File: src/verilog/phymcr_map.svh
// register indexes, field positions, reset values and timing counts of the management bank
`ifndef PHYMCR_MAP_SVH
`define PHYMCR_MAP_SVH
// Summary of operation
// - eleven management registers are present, each sixteen bits wide
// - indexes 0..6 are the standard set, 17..20 the vendor set
// - control bit 15 resets the device and clears itself afterwards; default zero
// - control bit 14 selects loop-back when one, normal when zero; default zero
// - control bit 13 forces 100 Mbps when one; ignored while negotiation enabled; default one
// - control bit 12 enables auto-negotiation when one; default one
// - control bit 11 powers down: line and led drivers float, mii isolated
// - control bit 10 isolates the mii; management interface stays alive
// - control bit 9 restarts negotiation and clears itself once restarted
// - control bit 8 forces full duplex; ignored while negotiation enabled; default zero
// - control bit 7 makes collision follow transmit enable
// - the status register is read only; writes change nothing
// - status bit 15 always reads zero, no four-pair ability
// - status bits 14..11 always read one, the four duplex abilities
// - straps load initial control values at reset; management writes take over
// - an all-zero strapped address starts the device isolated
// ---------------------------------------------------------------------------
// register indexes
// ---------------------------------------------------------------------------
`define PHYMCR_REG_CTRL 5'h00
`define PHYMCR_REG_STAT 5'h01
`define PHYMCR_REG_IDH 5'h02
`define PHYMCR_REG_IDL 5'h03
`define PHYMCR_REG_ADV 5'h04
`define PHYMCR_REG_LPA 5'h05
`define PHYMCR_REG_EXP 5'h06
`define PHYMCR_REG_CFGIRQ 5'h11
`define PHYMCR_REG_IRQEN 5'h12
`define PHYMCR_REG_FAST 5'h13
`define PHYMCR_REG_MODE 5'h14
// ---------------------------------------------------------------------------
// control fields and reset values
// ---------------------------------------------------------------------------
`define PHYMCR_CTRL_RST 15
`define PHYMCR_CTRL_LOOP 14
`define PHYMCR_CTRL_SPEED 13
`define PHYMCR_CTRL_ANEG 12
`define PHYMCR_CTRL_PDOWN 11
`define PHYMCR_CTRL_ISO 10
`define PHYMCR_CTRL_RESTART 9
`define PHYMCR_CTRL_DUPLEX 8
`define PHYMCR_CTRL_COLTEST 7
`define PHYMCR_SPEED_RST 1'b1
`define PHYMCR_ANEG_RST 1'b1
`define PHYMCR_STAT_ABIL 5'h0F
`define PHYMCR_ADV_RST 16'h01E1
// ---------------------------------------------------------------------------
// timing
// ---------------------------------------------------------------------------
`define PHYMCR_CLK_NS 8
`define PHYMCR_SRST_NS 2000
`define PHYMCR_SRST_CYC 12'((`PHYMCR_SRST_NS + `PHYMCR_CLK_NS - 1) / `PHYMCR_CLK_NS)
`define PHYMCR_RESTART_CYC 12'h002
`endif

File: src/verilog/phymcr_pkg.sv
// types shared by the management bank modules
`default_nettype none
package phymcr_pkg;
  typedef logic [15:0] phymcr_word_t;
  typedef logic [4:0] phymcr_addr_t;
  typedef enum logic [2:0] {MF_IDLE, MF_START, MF_HDR, MF_TA, MF_RDATA, MF_WDATA} phymcr_mf_state_t;
endpackage : phymcr_pkg
`default_nettype wire

File: src/verilog/phymcr_mgmt_if.sv
// register access carrier between the serial frame engine and the register bank
`timescale 1ns/1ns
`default_nettype none
interface phymcr_mgmt_if;
  import phymcr_pkg::*;
  phymcr_addr_t addr;
  phymcr_word_t wdata;
  logic wr_stb;
  phymcr_word_t rdata;
  modport frame (output addr, output wdata, output wr_stb, input rdata);
  modport bank (input addr, input wdata, input wr_stb, output rdata);
endinterface : phymcr_mgmt_if
`default_nettype wire

File: src/verilog/phymcr_mgmt_bank.sv
// management register bank of the transceiver: control, status and mii/line gating
`timescale 1ns/1ns
`default_nettype none
`include "phymcr_map.svh"
module phymcr_mgmt_bank #(
  parameter logic [15:0] ID_HIGH = 16'h5A5A, // arbitrary identity value
  parameter logic [15:0] ID_LOW = 16'hA5A0 // arbitrary identity value
) (
  input wire logic ref_clk,
  input wire logic reset,
  input wire logic mdc,
  input wire logic mdio_in,
  output logic mdio_out,
  output logic mdio_oe_n,
  input wire phymcr_pkg::phymcr_addr_t strap_phy_addr,
  input wire logic strap_aneg_en,
  input wire logic strap_speed_100,
  input wire logic strap_full_duplex,
  input wire logic [6:0] status_low,
  input wire logic aneg_speed_100,
  input wire logic aneg_full_duplex,
  input wire logic [3:0] mii_txd_in,
  input wire logic mii_tx_en_in,
  input wire logic mii_tx_er_in,
  input wire logic phy_col_in,
  input wire logic phy_crs_in,
  output logic [3:0] dp_txd,
  output logic dp_tx_en,
  output logic dp_tx_er,
  output logic mii_col_out,
  output logic mii_crs_out,
  output logic mii_out_oe_n,
  output logic line_tx_oe_n,
  output logic led_oe_n,
  output logic loopback_en,
  output logic speed_100,
  output logic full_duplex,
  output logic negotiation_enable,
  output logic negotiation_restart,
  output logic power_down,
  output logic device_reset
);
  import phymcr_pkg::*;

  // ---------------------------------------------------------------------------
  // state
  // ---------------------------------------------------------------------------
  phymcr_mgmt_if mgmt ();
  logic strap_done_q;
  phymcr_addr_t phy_addr_q;
  logic loopback_select_q;
  logic speed_select_q;
  logic negotiation_enable_q;
  logic power_down_select_q;
  logic isolate_select_q;
  logic duplex_select_q;
  logic collision_test_enable_q;
  phymcr_word_t adv_q;
  phymcr_word_t irq_enable_q;
  phymcr_word_t fast_ctrl_q;
  phymcr_word_t mode_ctrl_q;
  logic rst_start;
  logic rst_busy;
  logic rst_done;
  logic restart_start;
  logic restart_busy;
  logic restart_done;
  logic ctrl_wr;
  logic mii_block;
  phymcr_word_t ctrl_rd;
  phymcr_word_t stat_rd;

  // ---------------------------------------------------------------------------
  // serial management access and self-clearing timers
  // ---------------------------------------------------------------------------
  phymcr_mdio_frame u_frame (
    .ref_clk(ref_clk),
    .reset(reset),
    .mdc(mdc),
    .mdio_in(mdio_in),
    .phy_addr(phy_addr_q),
    .mdio_out(mdio_out),
    .mdio_oe_n(mdio_oe_n),
    .mgmt(mgmt.frame)
  );

  // soft reset is held for a fixed time, then the bank reloads
  phymcr_hold_timer #(.CYCLES(`PHYMCR_SRST_CYC)) u_srst (
    .ref_clk(ref_clk),
    .reset(reset),
    .start(rst_start),
    .busy(rst_busy),
    .done(rst_done)
  );

  phymcr_hold_timer #(.CYCLES(`PHYMCR_RESTART_CYC)) u_restart (
    .ref_clk(ref_clk),
    .reset(reset),
    .start(restart_start),
    .busy(restart_busy),
    .done(restart_done)
  );

  // writes are ignored while a soft reset runs
  assign ctrl_wr = mgmt.wr_stb && (mgmt.addr == `PHYMCR_REG_CTRL) && !rst_busy;
  assign rst_start = ctrl_wr && mgmt.wdata[`PHYMCR_CTRL_RST];
  assign restart_start = ctrl_wr && mgmt.wdata[`PHYMCR_CTRL_RESTART];

  // ---------------------------------------------------------------------------
  // read decode
  // ---------------------------------------------------------------------------
  // control word as seen by a reader; self-clearing bits show their timers
  function automatic phymcr_word_t ctrl_word(input logic rb, input logic sb);
    ctrl_word = 16'h0000;
    ctrl_word[`PHYMCR_CTRL_RST] = rb;
    ctrl_word[`PHYMCR_CTRL_LOOP] = loopback_select_q;
    ctrl_word[`PHYMCR_CTRL_SPEED] = speed_select_q;
    ctrl_word[`PHYMCR_CTRL_ANEG] = negotiation_enable_q;
    ctrl_word[`PHYMCR_CTRL_PDOWN] = power_down_select_q;
    ctrl_word[`PHYMCR_CTRL_ISO] = isolate_select_q;
    ctrl_word[`PHYMCR_CTRL_RESTART] = sb;
    ctrl_word[`PHYMCR_CTRL_DUPLEX] = duplex_select_q;
    ctrl_word[`PHYMCR_CTRL_COLTEST] = collision_test_enable_q;
  endfunction : ctrl_word

  assign ctrl_rd = ctrl_word(rst_busy, restart_busy);
  assign stat_rd = {1'b0, 4'hF, 4'h0, status_low};

  // eleven sixteen-bit registers; everything else reads zero
  always_comb begin
    case (mgmt.addr)
      `PHYMCR_REG_CTRL: mgmt.rdata = ctrl_rd;
      `PHYMCR_REG_STAT: mgmt.rdata = stat_rd;
      `PHYMCR_REG_IDH: mgmt.rdata = ID_HIGH;
      `PHYMCR_REG_IDL: mgmt.rdata = ID_LOW;
      `PHYMCR_REG_ADV: mgmt.rdata = adv_q;
      `PHYMCR_REG_LPA: mgmt.rdata = 16'h0000;
      `PHYMCR_REG_EXP: mgmt.rdata = 16'h0000;
      `PHYMCR_REG_CFGIRQ: mgmt.rdata = 16'h0000;
      `PHYMCR_REG_IRQEN: mgmt.rdata = irq_enable_q;
      `PHYMCR_REG_FAST: mgmt.rdata = fast_ctrl_q;
      `PHYMCR_REG_MODE: mgmt.rdata = mode_ctrl_q;
      default: mgmt.rdata = 16'h0000;
    endcase
  end

  // ---------------------------------------------------------------------------
  // control register
  // ---------------------------------------------------------------------------
  // straps load once after reset release and again after a soft reset
  always_ff @(posedge ref_clk or posedge reset) begin
    if (reset) begin
      strap_done_q <= 1'b0;
      phy_addr_q <= 5'h00;
      loopback_select_q <= 1'b0;
      speed_select_q <= `PHYMCR_SPEED_RST;
      negotiation_enable_q <= `PHYMCR_ANEG_RST;
      power_down_select_q <= 1'b0;
      isolate_select_q <= 1'b0;
      duplex_select_q <= 1'b0;
      collision_test_enable_q <= 1'b0;
    end else if (rst_done) begin
      strap_done_q <= 1'b0;
      loopback_select_q <= 1'b0;
      power_down_select_q <= 1'b0;
      collision_test_enable_q <= 1'b0;
    end else if (!strap_done_q) begin
      strap_done_q <= 1'b1;
      phy_addr_q <= strap_phy_addr;
      speed_select_q <= strap_speed_100;
      negotiation_enable_q <= strap_aneg_en;
      duplex_select_q <= strap_full_duplex;
      isolate_select_q <= (strap_phy_addr == 5'h00);
    end else if (ctrl_wr) begin
      loopback_select_q <= mgmt.wdata[`PHYMCR_CTRL_LOOP];
      speed_select_q <= mgmt.wdata[`PHYMCR_CTRL_SPEED];
      negotiation_enable_q <= mgmt.wdata[`PHYMCR_CTRL_ANEG];
      power_down_select_q <= mgmt.wdata[`PHYMCR_CTRL_PDOWN];
      isolate_select_q <= mgmt.wdata[`PHYMCR_CTRL_ISO];
      duplex_select_q <= mgmt.wdata[`PHYMCR_CTRL_DUPLEX];
      collision_test_enable_q <= mgmt.wdata[`PHYMCR_CTRL_COLTEST];
    end
  end

  // ---------------------------------------------------------------------------
  // other writable registers; status and identifier writes fall through unused
  // ---------------------------------------------------------------------------
  always_ff @(posedge ref_clk or posedge reset) begin
    if (reset) begin
      adv_q <= `PHYMCR_ADV_RST;
      irq_enable_q <= 16'h0000;
      fast_ctrl_q <= 16'h0000;
      mode_ctrl_q <= 16'h0000;
    end else if (rst_done) begin
      adv_q <= `PHYMCR_ADV_RST;
      irq_enable_q <= 16'h0000;
      fast_ctrl_q <= 16'h0000;
      mode_ctrl_q <= 16'h0000;
    end else if (mgmt.wr_stb && !rst_busy) begin
      case (mgmt.addr)
        `PHYMCR_REG_ADV: adv_q <= mgmt.wdata;
        `PHYMCR_REG_IRQEN: irq_enable_q <= mgmt.wdata;
        `PHYMCR_REG_FAST: fast_ctrl_q <= mgmt.wdata;
        `PHYMCR_REG_MODE: mode_ctrl_q <= mgmt.wdata;
        default: adv_q <= adv_q;
      endcase
    end
  end

  // ---------------------------------------------------------------------------
  // datapath steering
  // ---------------------------------------------------------------------------
  // forced speed and duplex only apply with negotiation off
  always_ff @(posedge ref_clk or posedge reset) begin
    if (reset) begin
      loopback_en <= 1'b0;
      speed_100 <= 1'b0;
      full_duplex <= 1'b0;
      negotiation_enable <= 1'b0;
      negotiation_restart <= 1'b0;
      power_down <= 1'b0;
      device_reset <= 1'b0;
    end else begin
      loopback_en <= loopback_select_q;
      speed_100 <= negotiation_enable_q ? aneg_speed_100 : speed_select_q;
      full_duplex <= negotiation_enable_q ? aneg_full_duplex : duplex_select_q;
      negotiation_enable <= negotiation_enable_q;
      negotiation_restart <= restart_done;
      power_down <= power_down_select_q;
      device_reset <= rst_busy;
    end
  end

  // ---------------------------------------------------------------------------
  // mii and line gating
  // ---------------------------------------------------------------------------
  assign mii_block = isolate_select_q | power_down_select_q;

  // isolation drops transmit inputs and floats mii outputs; management keeps running
  always_ff @(posedge ref_clk or posedge reset) begin
    if (reset) begin
      dp_txd <= 4'h0;
      dp_tx_en <= 1'b0;
      dp_tx_er <= 1'b0;
      mii_col_out <= 1'b0;
      mii_crs_out <= 1'b0;
      mii_out_oe_n <= 1'b1;
      line_tx_oe_n <= 1'b1;
      led_oe_n <= 1'b1;
    end else begin
      dp_txd <= mii_block ? 4'h0 : mii_txd_in;
      dp_tx_en <= mii_block ? 1'b0 : mii_tx_en_in;
      dp_tx_er <= mii_block ? 1'b0 : mii_tx_er_in;
      mii_col_out <= mii_block ? 1'b0 : (collision_test_enable_q ? mii_tx_en_in : phy_col_in);
      mii_crs_out <= mii_block ? 1'b0 : phy_crs_in;
      mii_out_oe_n <= mii_block;
      line_tx_oe_n <= power_down_select_q;
      led_oe_n <= power_down_select_q;
    end
  end
endmodule : phymcr_mgmt_bank
`default_nettype wire

File: src/verilog/phymcr_hold_timer.sv
// down counter that holds busy for a fixed number of cycles and pulses done at the end
`timescale 1ns/1ns
`default_nettype none
module phymcr_hold_timer #(
  parameter logic [11:0] CYCLES = 12'h001
) (
  input wire logic ref_clk,
  input wire logic reset,
  input wire logic start,
  output logic busy,
  output logic done
);
  logic [11:0] count_q;

  // a new start reloads the count even while busy
  always_ff @(posedge ref_clk or posedge reset) begin
    if (reset) begin
      count_q <= 12'h000;
      done <= 1'b0;
    end else begin
      done <= (count_q == 12'h001);
      if (start) begin
        count_q <= CYCLES;
      end else if (count_q != 12'h000) begin
        count_q <= count_q - 12'h001;
      end
    end
  end

  assign busy = (count_q != 12'h000);
endmodule : phymcr_hold_timer
`default_nettype wire

File: src/verilog/phymcr_mdio_frame.sv
// serial management frame engine: start, opcode, addresses, turnaround, data
`timescale 1ns/1ns
`default_nettype none
module phymcr_mdio_frame (
  input wire logic ref_clk,
  input wire logic reset,
  input wire logic mdc,
  input wire logic mdio_in,
  input wire phymcr_pkg::phymcr_addr_t phy_addr,
  output logic mdio_out,
  output logic mdio_oe_n,
  phymcr_mgmt_if.frame mgmt
);
  import phymcr_pkg::*;
  phymcr_mf_state_t state_q;
  logic mdc_q;
  logic one_q;
  logic hit_q;
  logic rd_q;
  logic [4:0] cnt_q;
  logic [15:0] sh_q;
  logic rise;

  // management clock edge, sampled as a plain input
  always_ff @(posedge ref_clk or posedge reset) begin
    if (reset) begin
      mdc_q <= 1'b0;
    end else begin
      mdc_q <= mdc;
    end
  end
  assign rise = mdc & ~mdc_q;

  // frame walker; a preamble of ones (even suppressed to one idle bit) precedes the start
  always_ff @(posedge ref_clk or posedge reset) begin
    if (reset) begin
      state_q <= MF_IDLE;
      one_q <= 1'b0;
      hit_q <= 1'b0;
      rd_q <= 1'b0;
      cnt_q <= 5'h00;
      sh_q <= 16'h0000;
      mgmt.addr <= 5'h00;
      mgmt.wdata <= 16'h0000;
      mgmt.wr_stb <= 1'b0;
      mdio_out <= 1'b0;
      mdio_oe_n <= 1'b1;
    end else begin
      mgmt.wr_stb <= 1'b0;
      if (rise) begin
        unique case (state_q)
          MF_IDLE: begin
            one_q <= mdio_in;
            if (one_q && !mdio_in) begin
              state_q <= MF_START;
            end
          end
          MF_START: begin
            cnt_q <= 5'h00;
            state_q <= mdio_in ? MF_HDR : MF_IDLE;
          end
          MF_HDR: begin
            sh_q <= {sh_q[14:0], mdio_in};
            cnt_q <= cnt_q + 5'h01;
            if (cnt_q == 5'h0B) begin
              rd_q <= (sh_q[10:9] == 2'h2);
              hit_q <= (sh_q[8:4] == phy_addr) && (sh_q[10:9] == 2'h2 || sh_q[10:9] == 2'h1);
              mgmt.addr <= {sh_q[3:0], mdio_in};
              cnt_q <= 5'h00;
              state_q <= MF_TA;
            end
          end
          MF_TA: begin
            cnt_q <= cnt_q + 5'h01;
            if (cnt_q == 5'h00 && rd_q && hit_q) begin
              mdio_oe_n <= 1'b0;
              mdio_out <= 1'b0;
            end
            if (cnt_q == 5'h01) begin
              cnt_q <= 5'h00;
              if (rd_q && hit_q) begin
                sh_q <= {mgmt.rdata[14:0], 1'b0};
                mdio_out <= mgmt.rdata[15];
                state_q <= MF_RDATA;
              end else begin
                state_q <= MF_WDATA;
              end
            end
          end
          MF_RDATA: begin
            cnt_q <= cnt_q + 5'h01;
            mdio_out <= sh_q[15];
            sh_q <= {sh_q[14:0], 1'b0};
            if (cnt_q == 5'h0F) begin
              mdio_oe_n <= 1'b1;
              one_q <= 1'b0;
              state_q <= MF_IDLE;
            end
          end
          MF_WDATA: begin
            cnt_q <= cnt_q + 5'h01;
            sh_q <= {sh_q[14:0], mdio_in};
            if (cnt_q == 5'h0F) begin
              mgmt.wr_stb <= hit_q && !rd_q;
              mgmt.wdata <= {sh_q[14:0], mdio_in};
              one_q <= 1'b0;
              state_q <= MF_IDLE;
            end
          end
        endcase
      end
    end
  end
endmodule : phymcr_mdio_frame
`default_nettype wire

File: config.mk
export PLATFORM = sky130hd
export DESIGN_NAME = phymcr_mgmt_bank
export DESIGN_NICKNAME = d
export VERILOG_FILES = /design/src/verilog/phymcr_pkg.sv /design/src/verilog/phymcr_mgmt_if.sv /design/src/verilog/phymcr_mgmt_bank.sv /design/src/verilog/phymcr_hold_timer.sv /design/src/verilog/phymcr_mdio_frame.sv
export VERILOG_INCLUDE_DIRS = /design/src /design/src/verilog
export SDC_FILE = /design/constraint.sdc
export NUM_CORES = 1
export LEC_CHECK = 0
export BUFFER_PORTS_ARGS = -buffer_cell sky130_fd_sc_hd__clkbuf_2
export CAP_MARGIN = 20
export CORE_MARGIN = 2
export CORE_UTILIZATION = 55
export CTS_CLUSTER_SIZE = 20
export DETAILED_ROUTE_END_ITERATION = 8
export GPL_ROUTABILITY_DRIVEN = 0
export PLACE_DENSITY = 0.83
export SKIP_CTS_REPAIR_TIMING = 1
export SYNTH_ARGS = -nofsm -noshare
export SYNTH_HDL_FRONTEND = slang
export SYNTH_SLANG_ARGS = --single-unit
File: constraint.sdc
create_clock -name ref_clk -period 16.5 [get_ports ref_clk]
set_clock_uncertainty 0.1 [all_clocks]
set_input_delay 3.3 -clock ref_clk [delete_from_list [all_inputs] [get_ports ref_clk]]
set_output_delay 3.3 -clock ref_clk [all_outputs]
set_load 0.005 [all_outputs]
### After elaboration in Yosys (flattened, before gate mapping)

Cells that the tools add are included.

* output and inout bits: 20
* word-level logic and storage cells: 198
* input port bits: 29
* flip-flop bits (word level): 172

* muxes and demuxes: 68
* reductions and logical operators: 51
* add/sub/neg operators: 3
* eq/ne operators: 28
* bitwise operators: 5

Operators with widths (count)
* $mux 16: 14
* $pmux 16 s8: 1
* $mux 12: 4
* $pmux 16 s3: 1
* $mux 1: 35
* $eq 12x1->1 const B: 2
* $reduce_bool 12->1: 2
* $sub 12x1->12 const B: 2
* $reduce_bool 2->1: 11
* $pmux 5 s4: 1
* $reduce_and 2->1: 9
* $ne 2x1->1 const B: 8
* $eq 5x5->1 const B: 3
* $logic_not 5->1: 3
* $pmux 3 s5: 1
* $mux 3: 4
* $logic_and 1x1->1: 11
* $eq 5x1->1 const B: 2
* $eq 5x2->1 const B: 2
* $eq 5x4->1 const B: 2
* $mux 5: 2
* $reduce_and 3->1: 3
* $reduce_and 4->1: 2
* $eq 3x2->1 const B: 2
* 20 further kinds: 28

### Longest topological paths before layout

* depth in word-level cells: 7
* mapped depth: 9

### By module

From an unflattened synthesis, not the netlist that was laid out.

* cell total of the unflattened synthesis: 861
* area total of the unflattened synthesis: 9029.9 um^2

By module, submodules not included
* phymcr_mgmt_bank: instances 1, cells an instance 497, area each 4909.7 um^2
* phymcr_mdio_frame: instances 1, cells an instance 214, area each 2670.1 um^2
* phymcr_hold_timer (u_restart): instances 1, cells an instance 79, area each 750.7 um^2
* phymcr_hold_timer (u_srst): instances 1, cells an instance 71, area each 699.4 um^2

### Least setup slack after synthesis

OpenSTA, ideal clock, no wires.

* path kind: input to register
* start point: input mdc
* end point: register u_frame.sh_q[1]
* path slack: 11.775 ns
* data arrival time: 4.499 ns
* library setup time: 0.126 ns
* cell stages on the path: 6
* required time: 16.274 ns
* cell sequence: nor2b_1 > clkbuf_1 > o21a_1 > nor2_1 > clkbuf_1 > a221o_1

* cells in the longest elaborated chain, start to end: 2

Ends and longest elaborated chain
* from (decl): RTL line phymcr_mgmt_bank.sv:11 `input wire logic mdc,`
* $and 1x1->1: RTL line phymcr_mdio_frame.sv:32 `assign rise = mdc & ~mdc_q;`
* $reduce_and 4->1 (no source line)
* to (signal assigned): RTL line phymcr_mdio_frame.sv:63 `sh_q <= {sh_q[14:0], mdio_in};`
* to (signal assigned): RTL line phymcr_mdio_frame.sv:82 `sh_q <= {mgmt.rdata[14:0], 1'b0};`
* to (signal assigned): RTL line phymcr_mdio_frame.sv:93 `sh_q <= {sh_q[14:0], 1'b0};`
* to (decl): RTL line phymcr_mdio_frame.sv:21 `logic [15:0] sh_q;`

Every way passes these cells.
A chain may end at the register's enable or synchronous reset.

### Worst setup path after layout

* start point: input mdc
* end point: register u_frame.sh_q[4]

Same word-level chain as after synthesis.

==> flow_summary.json <==
{
  "cp.arrival_ns": 5.15,
  "core_sq_um": 14400,
  "cts_tree": "done",
  "period_share": 0.300,
  "cp-startpoint": "mdc",
  "initial_core_util": 0.558,
  "antennaDiodeCount": 0,
  "grt_max_degree": 111,
  "worst_pin_slew_ns": 1.00,
  "synth_edf_count": 0,
  "cellPowerDensity_nw_per_um2": 108,
  "synth_ff_type": "dfrtp_1",
  "drive_gt1_frac": 0.159,
  "syn_avg_cell_area_sq_um": 9.94,
  "final_nets": 874,
  "synth_seq_area_share": 0.539,
  "vias_per_cell": 6.18,
  "htreeDepth": 4,
  "fillers": 1132,
  "routedWlPerCell_microns": 19.5,
  "grt_pass1_wl_microns": 33000,
  "via_count": 6375,
  "final_hold_viol_count": 0,
  "rsz0062_at_grt": "false",
  "postSynthCellCount": 806,
  "pin_count": 49,
  "setup_tns_ns": 0,
  "max-slew-margin-rel": 0.330,
  "clk-insertion-delay-late_ns": 0.43,
  "antenna_left": 0,
  "required_ns": 16.70,
  "cts.clk_slew.worst_paths_ns": 0.06,
  "synth.cell_area_sq_um": 8020,
  "wl_microns": 20200,
  "ys_warn_count": 0,
  "clock_sinks": 172,
  "hp-class": "register to register",
  "track_usage": 0.267,
  "async_reset_ff_frac": 1.00,
  "drc": 0,
  "synthDistinctLibCells": 59,
  "root_buffer": "clkbuf_16",
  "timing.rr.start": "u_frame.mgmt.addr[4]$_DFFE_PP0P_",
  "final_util": 0.619,
  "min_from": "u_restart.done$_DFF_PP0_",
  "fmax_ghz": 0.202,
  "dp_hpwl_microns": 12700,
  "leakage_nw": 4.10,
  "io_buffer_count": 48,
  "die_h_microns": 125,
  "crit_fanout": 16,
  "numCtsBuffers": 17,
  "ir_drop_mv": 0.0836,
  "area_growth_pct": 10.9,
  "ys_seq_elements": 172,
  "drv_slew": 0,
  "drt-pass1-iter-count": 5,
  "cap_violations": 0,
  "crit_path_start_kind": "input port",
  "worstSetupPathType": "input port to register",
  "layout_setup_ws_ns": 11.55,
  "drt_iter0_drc": 708,
  "dieArea_sq_um": 15600,
  "status": "completed",
  "report.final.setup_viol": 0,
  "period_needed_ns": 4.95,
  "antenna_found_initial": 0,
  "globalRouteOverflowTotal": 0,
  "synthesis.nets": 845,
  "grt_pass1_vias": 6248,
  "fp-row-count": 44,
  "post-place-ws_ns": 10.93,
  "endpoint_kind": "register",
  "clock_path_buffers": 2,
  "die_x_microns": 125
}
==> power breakdown <==
part | internal (mW) | switching, mW
Sequential | 0.442 | 0.0329
Combinational | 0.0399 | 0.0518
Clock | 0.230 | 0.159
==> placed cells by master (no fill, tap or decap), drive strengths merged, types with 4 or more instances in the layout <==
cell / Yosys / layout
nand2b: 10 / 10
nor3: 8 / 8
nand3: 19 / 19
clkinv: 1 / 7
a22oi: 27 / 27
mux2: 28 / 28
a21oi: 69 / 69
dfrtp: 162 / 162
xnor2: 13 / 13
xor2: 8 / 8
or3: 8 / 8
mux2i: 5 / 5
nand3b: 7 / 7
a31oi: 15 / 15
inv: 17 / 17
dfstp: 10 / 10
o31ai: 5 / 5
a221o: 8 / 8
a211oi: 4 / 4
nand2: 172 / 172
o22ai: 4 / 4
and3: 4 / 4
buf: 17 / 7
a32o: 5 / 5
nor2b: 7 / 7
ha: 10 / 10
nor4: 14 / 14
nor2: 40 / 40
o21ai: 23 / 23
a32oi: 5 / 5
and2: 14 / 14
clkbuf: 28 / 72
==> logic make-up after synthesis <==
group | count (synthesis) | share of synthesized area
and+or+nand+nor | 321 | 0.188
AOI/OAI and AO/OA | 186 | 0.153
DFF | 172 | 0.539
buffers and inverters | 63 | 0.0367
muxes | 33 | 0.0456
xor gates and xnor gates | 21 | 0.0229
adders and majority gates | 10 | 0.0156
==> worst max-delay path, stage by stage <==
cell	delay (ns)
clkbuf_2	0.10
nor2b_1	0.43
o21a_1	0.63
nor2_1	0.15
buf_4	0.24
a22oi_1	0.18
o21ai_0	0.13
==> Yosys cell counts (4+ instances only) <==
cell	count	share of area
a211oi_1	4	0.0037
a21oi_1	64	0.040
a21oi_2	5	0.0055
a221o_1	8	0.010
a22oi_1	27	0.025
a31oi_1	15	0.012
a32o_1	5	0.0062
a32oi_1	5	0.0055
and2_1	14	0.011
and3_1	4	0.0031
buf_2	7	0.0044
buf_4	5	0.0047
buf_6	4	0.0056
clkbuf_1	28	0.013
dfrtp_1	162	0.51
dfstp_2	10	0.033
ha_1	10	0.016
inv_1	17	0.0080
mux2_2	28	0.039
mux2i_1	5	0.0062
nand2_1	172	0.081
nand2b_1	10	0.0078
nand3_1	19	0.012
nand3b_1	7	0.0066
nor2_1	40	0.019
nor2b_1	7	0.0055
nor3_1	7	0.0044
nor4_1	13	0.010
o21ai_0	23	0.014
o22ai_1	4	0.0031
o31ai_1	5	0.0047
or3_1	8	0.0062
xnor2_1	13	0.014
xor2_1	8	0.0087
==> cell type report <==
class                   count  area (sq um)  share of cell area
repair buffers             55           293              0.0329
well taps                 184           230              0.0259
clock inverters             8          93.8              0.0106
flip-flops and latches    172          4320               0.486
clock buffers              24           472              0.0531
multi-input cells         571          3410               0.384
inverters                  18          72.6             0.00816
==> layer usage <==
metal / global-route usage / wire, microns / part of all wire / vias up
met5: 0 / 0 / 0 / -
li1: - / - / - / 2897
met1: 0.366 / 8560 / 0.42 / 3131
met4: 0.120 / 736 / 0.037 / 0
met2: 0.416 / 9410 / 0.47 / 288
met3: 0.0520 / 1440 / 0.071 / 59
==> sequential cells by signal, indices dropped and copies added, names as in the netlist, 3 cells and up <==
name / count
adv_q: 16
dp_txd: 4
fast_ctrl_q: 16
irq_enable_q: 16
mode_ctrl_q: 16
phy_addr_q: 5
u_frame.cnt_q: 5
u_frame.mgmt.addr: 5
u_frame.mgmt.wdata: 16
u_frame.sh_q: 16
u_frame.state_q: 3
u_restart.count_q: 12
u_srst.count_q: 12
==> through the flow <==
step	area (sq um)	power (mW)	std cells	hold slack, ns
6_report	8890	0.956	1032	0.268
5_1_grt	8890	0.991	1032	0.269
4_1_cts	8870	0.958	1030	0.271
3_5_place_dp	8310	0.572	998	0.256
3_3_place_gp	8310	0.568	998	0.238
2_1_floorplan	8020	0.541	806	0.231
==> final timing paths <==
kind                       depth (start not counted)  slack, ns                           endpoint
setup / recovery                                   7      11.55        u_frame.sh_q[4]$_DFFE_PP0P_
hold / removal                                     0       0.27      negotiation_restart$_DFF_PP0_
setup reg to reg                                   5      13.06   u_restart.count_q[6]$_DFFE_PP0P_
hold reg to reg                                    0       0.27      negotiation_restart$_DFF_PP0_
max in group asynchronous                          3      11.91        mode_ctrl_q[13]$_DFFE_PP0P_
min in group asynchronous                          2       2.97  u_restart.count_q[10]$_DFFE_PP0P_
No activity file was read; power rests on OpenSTA's default activity.
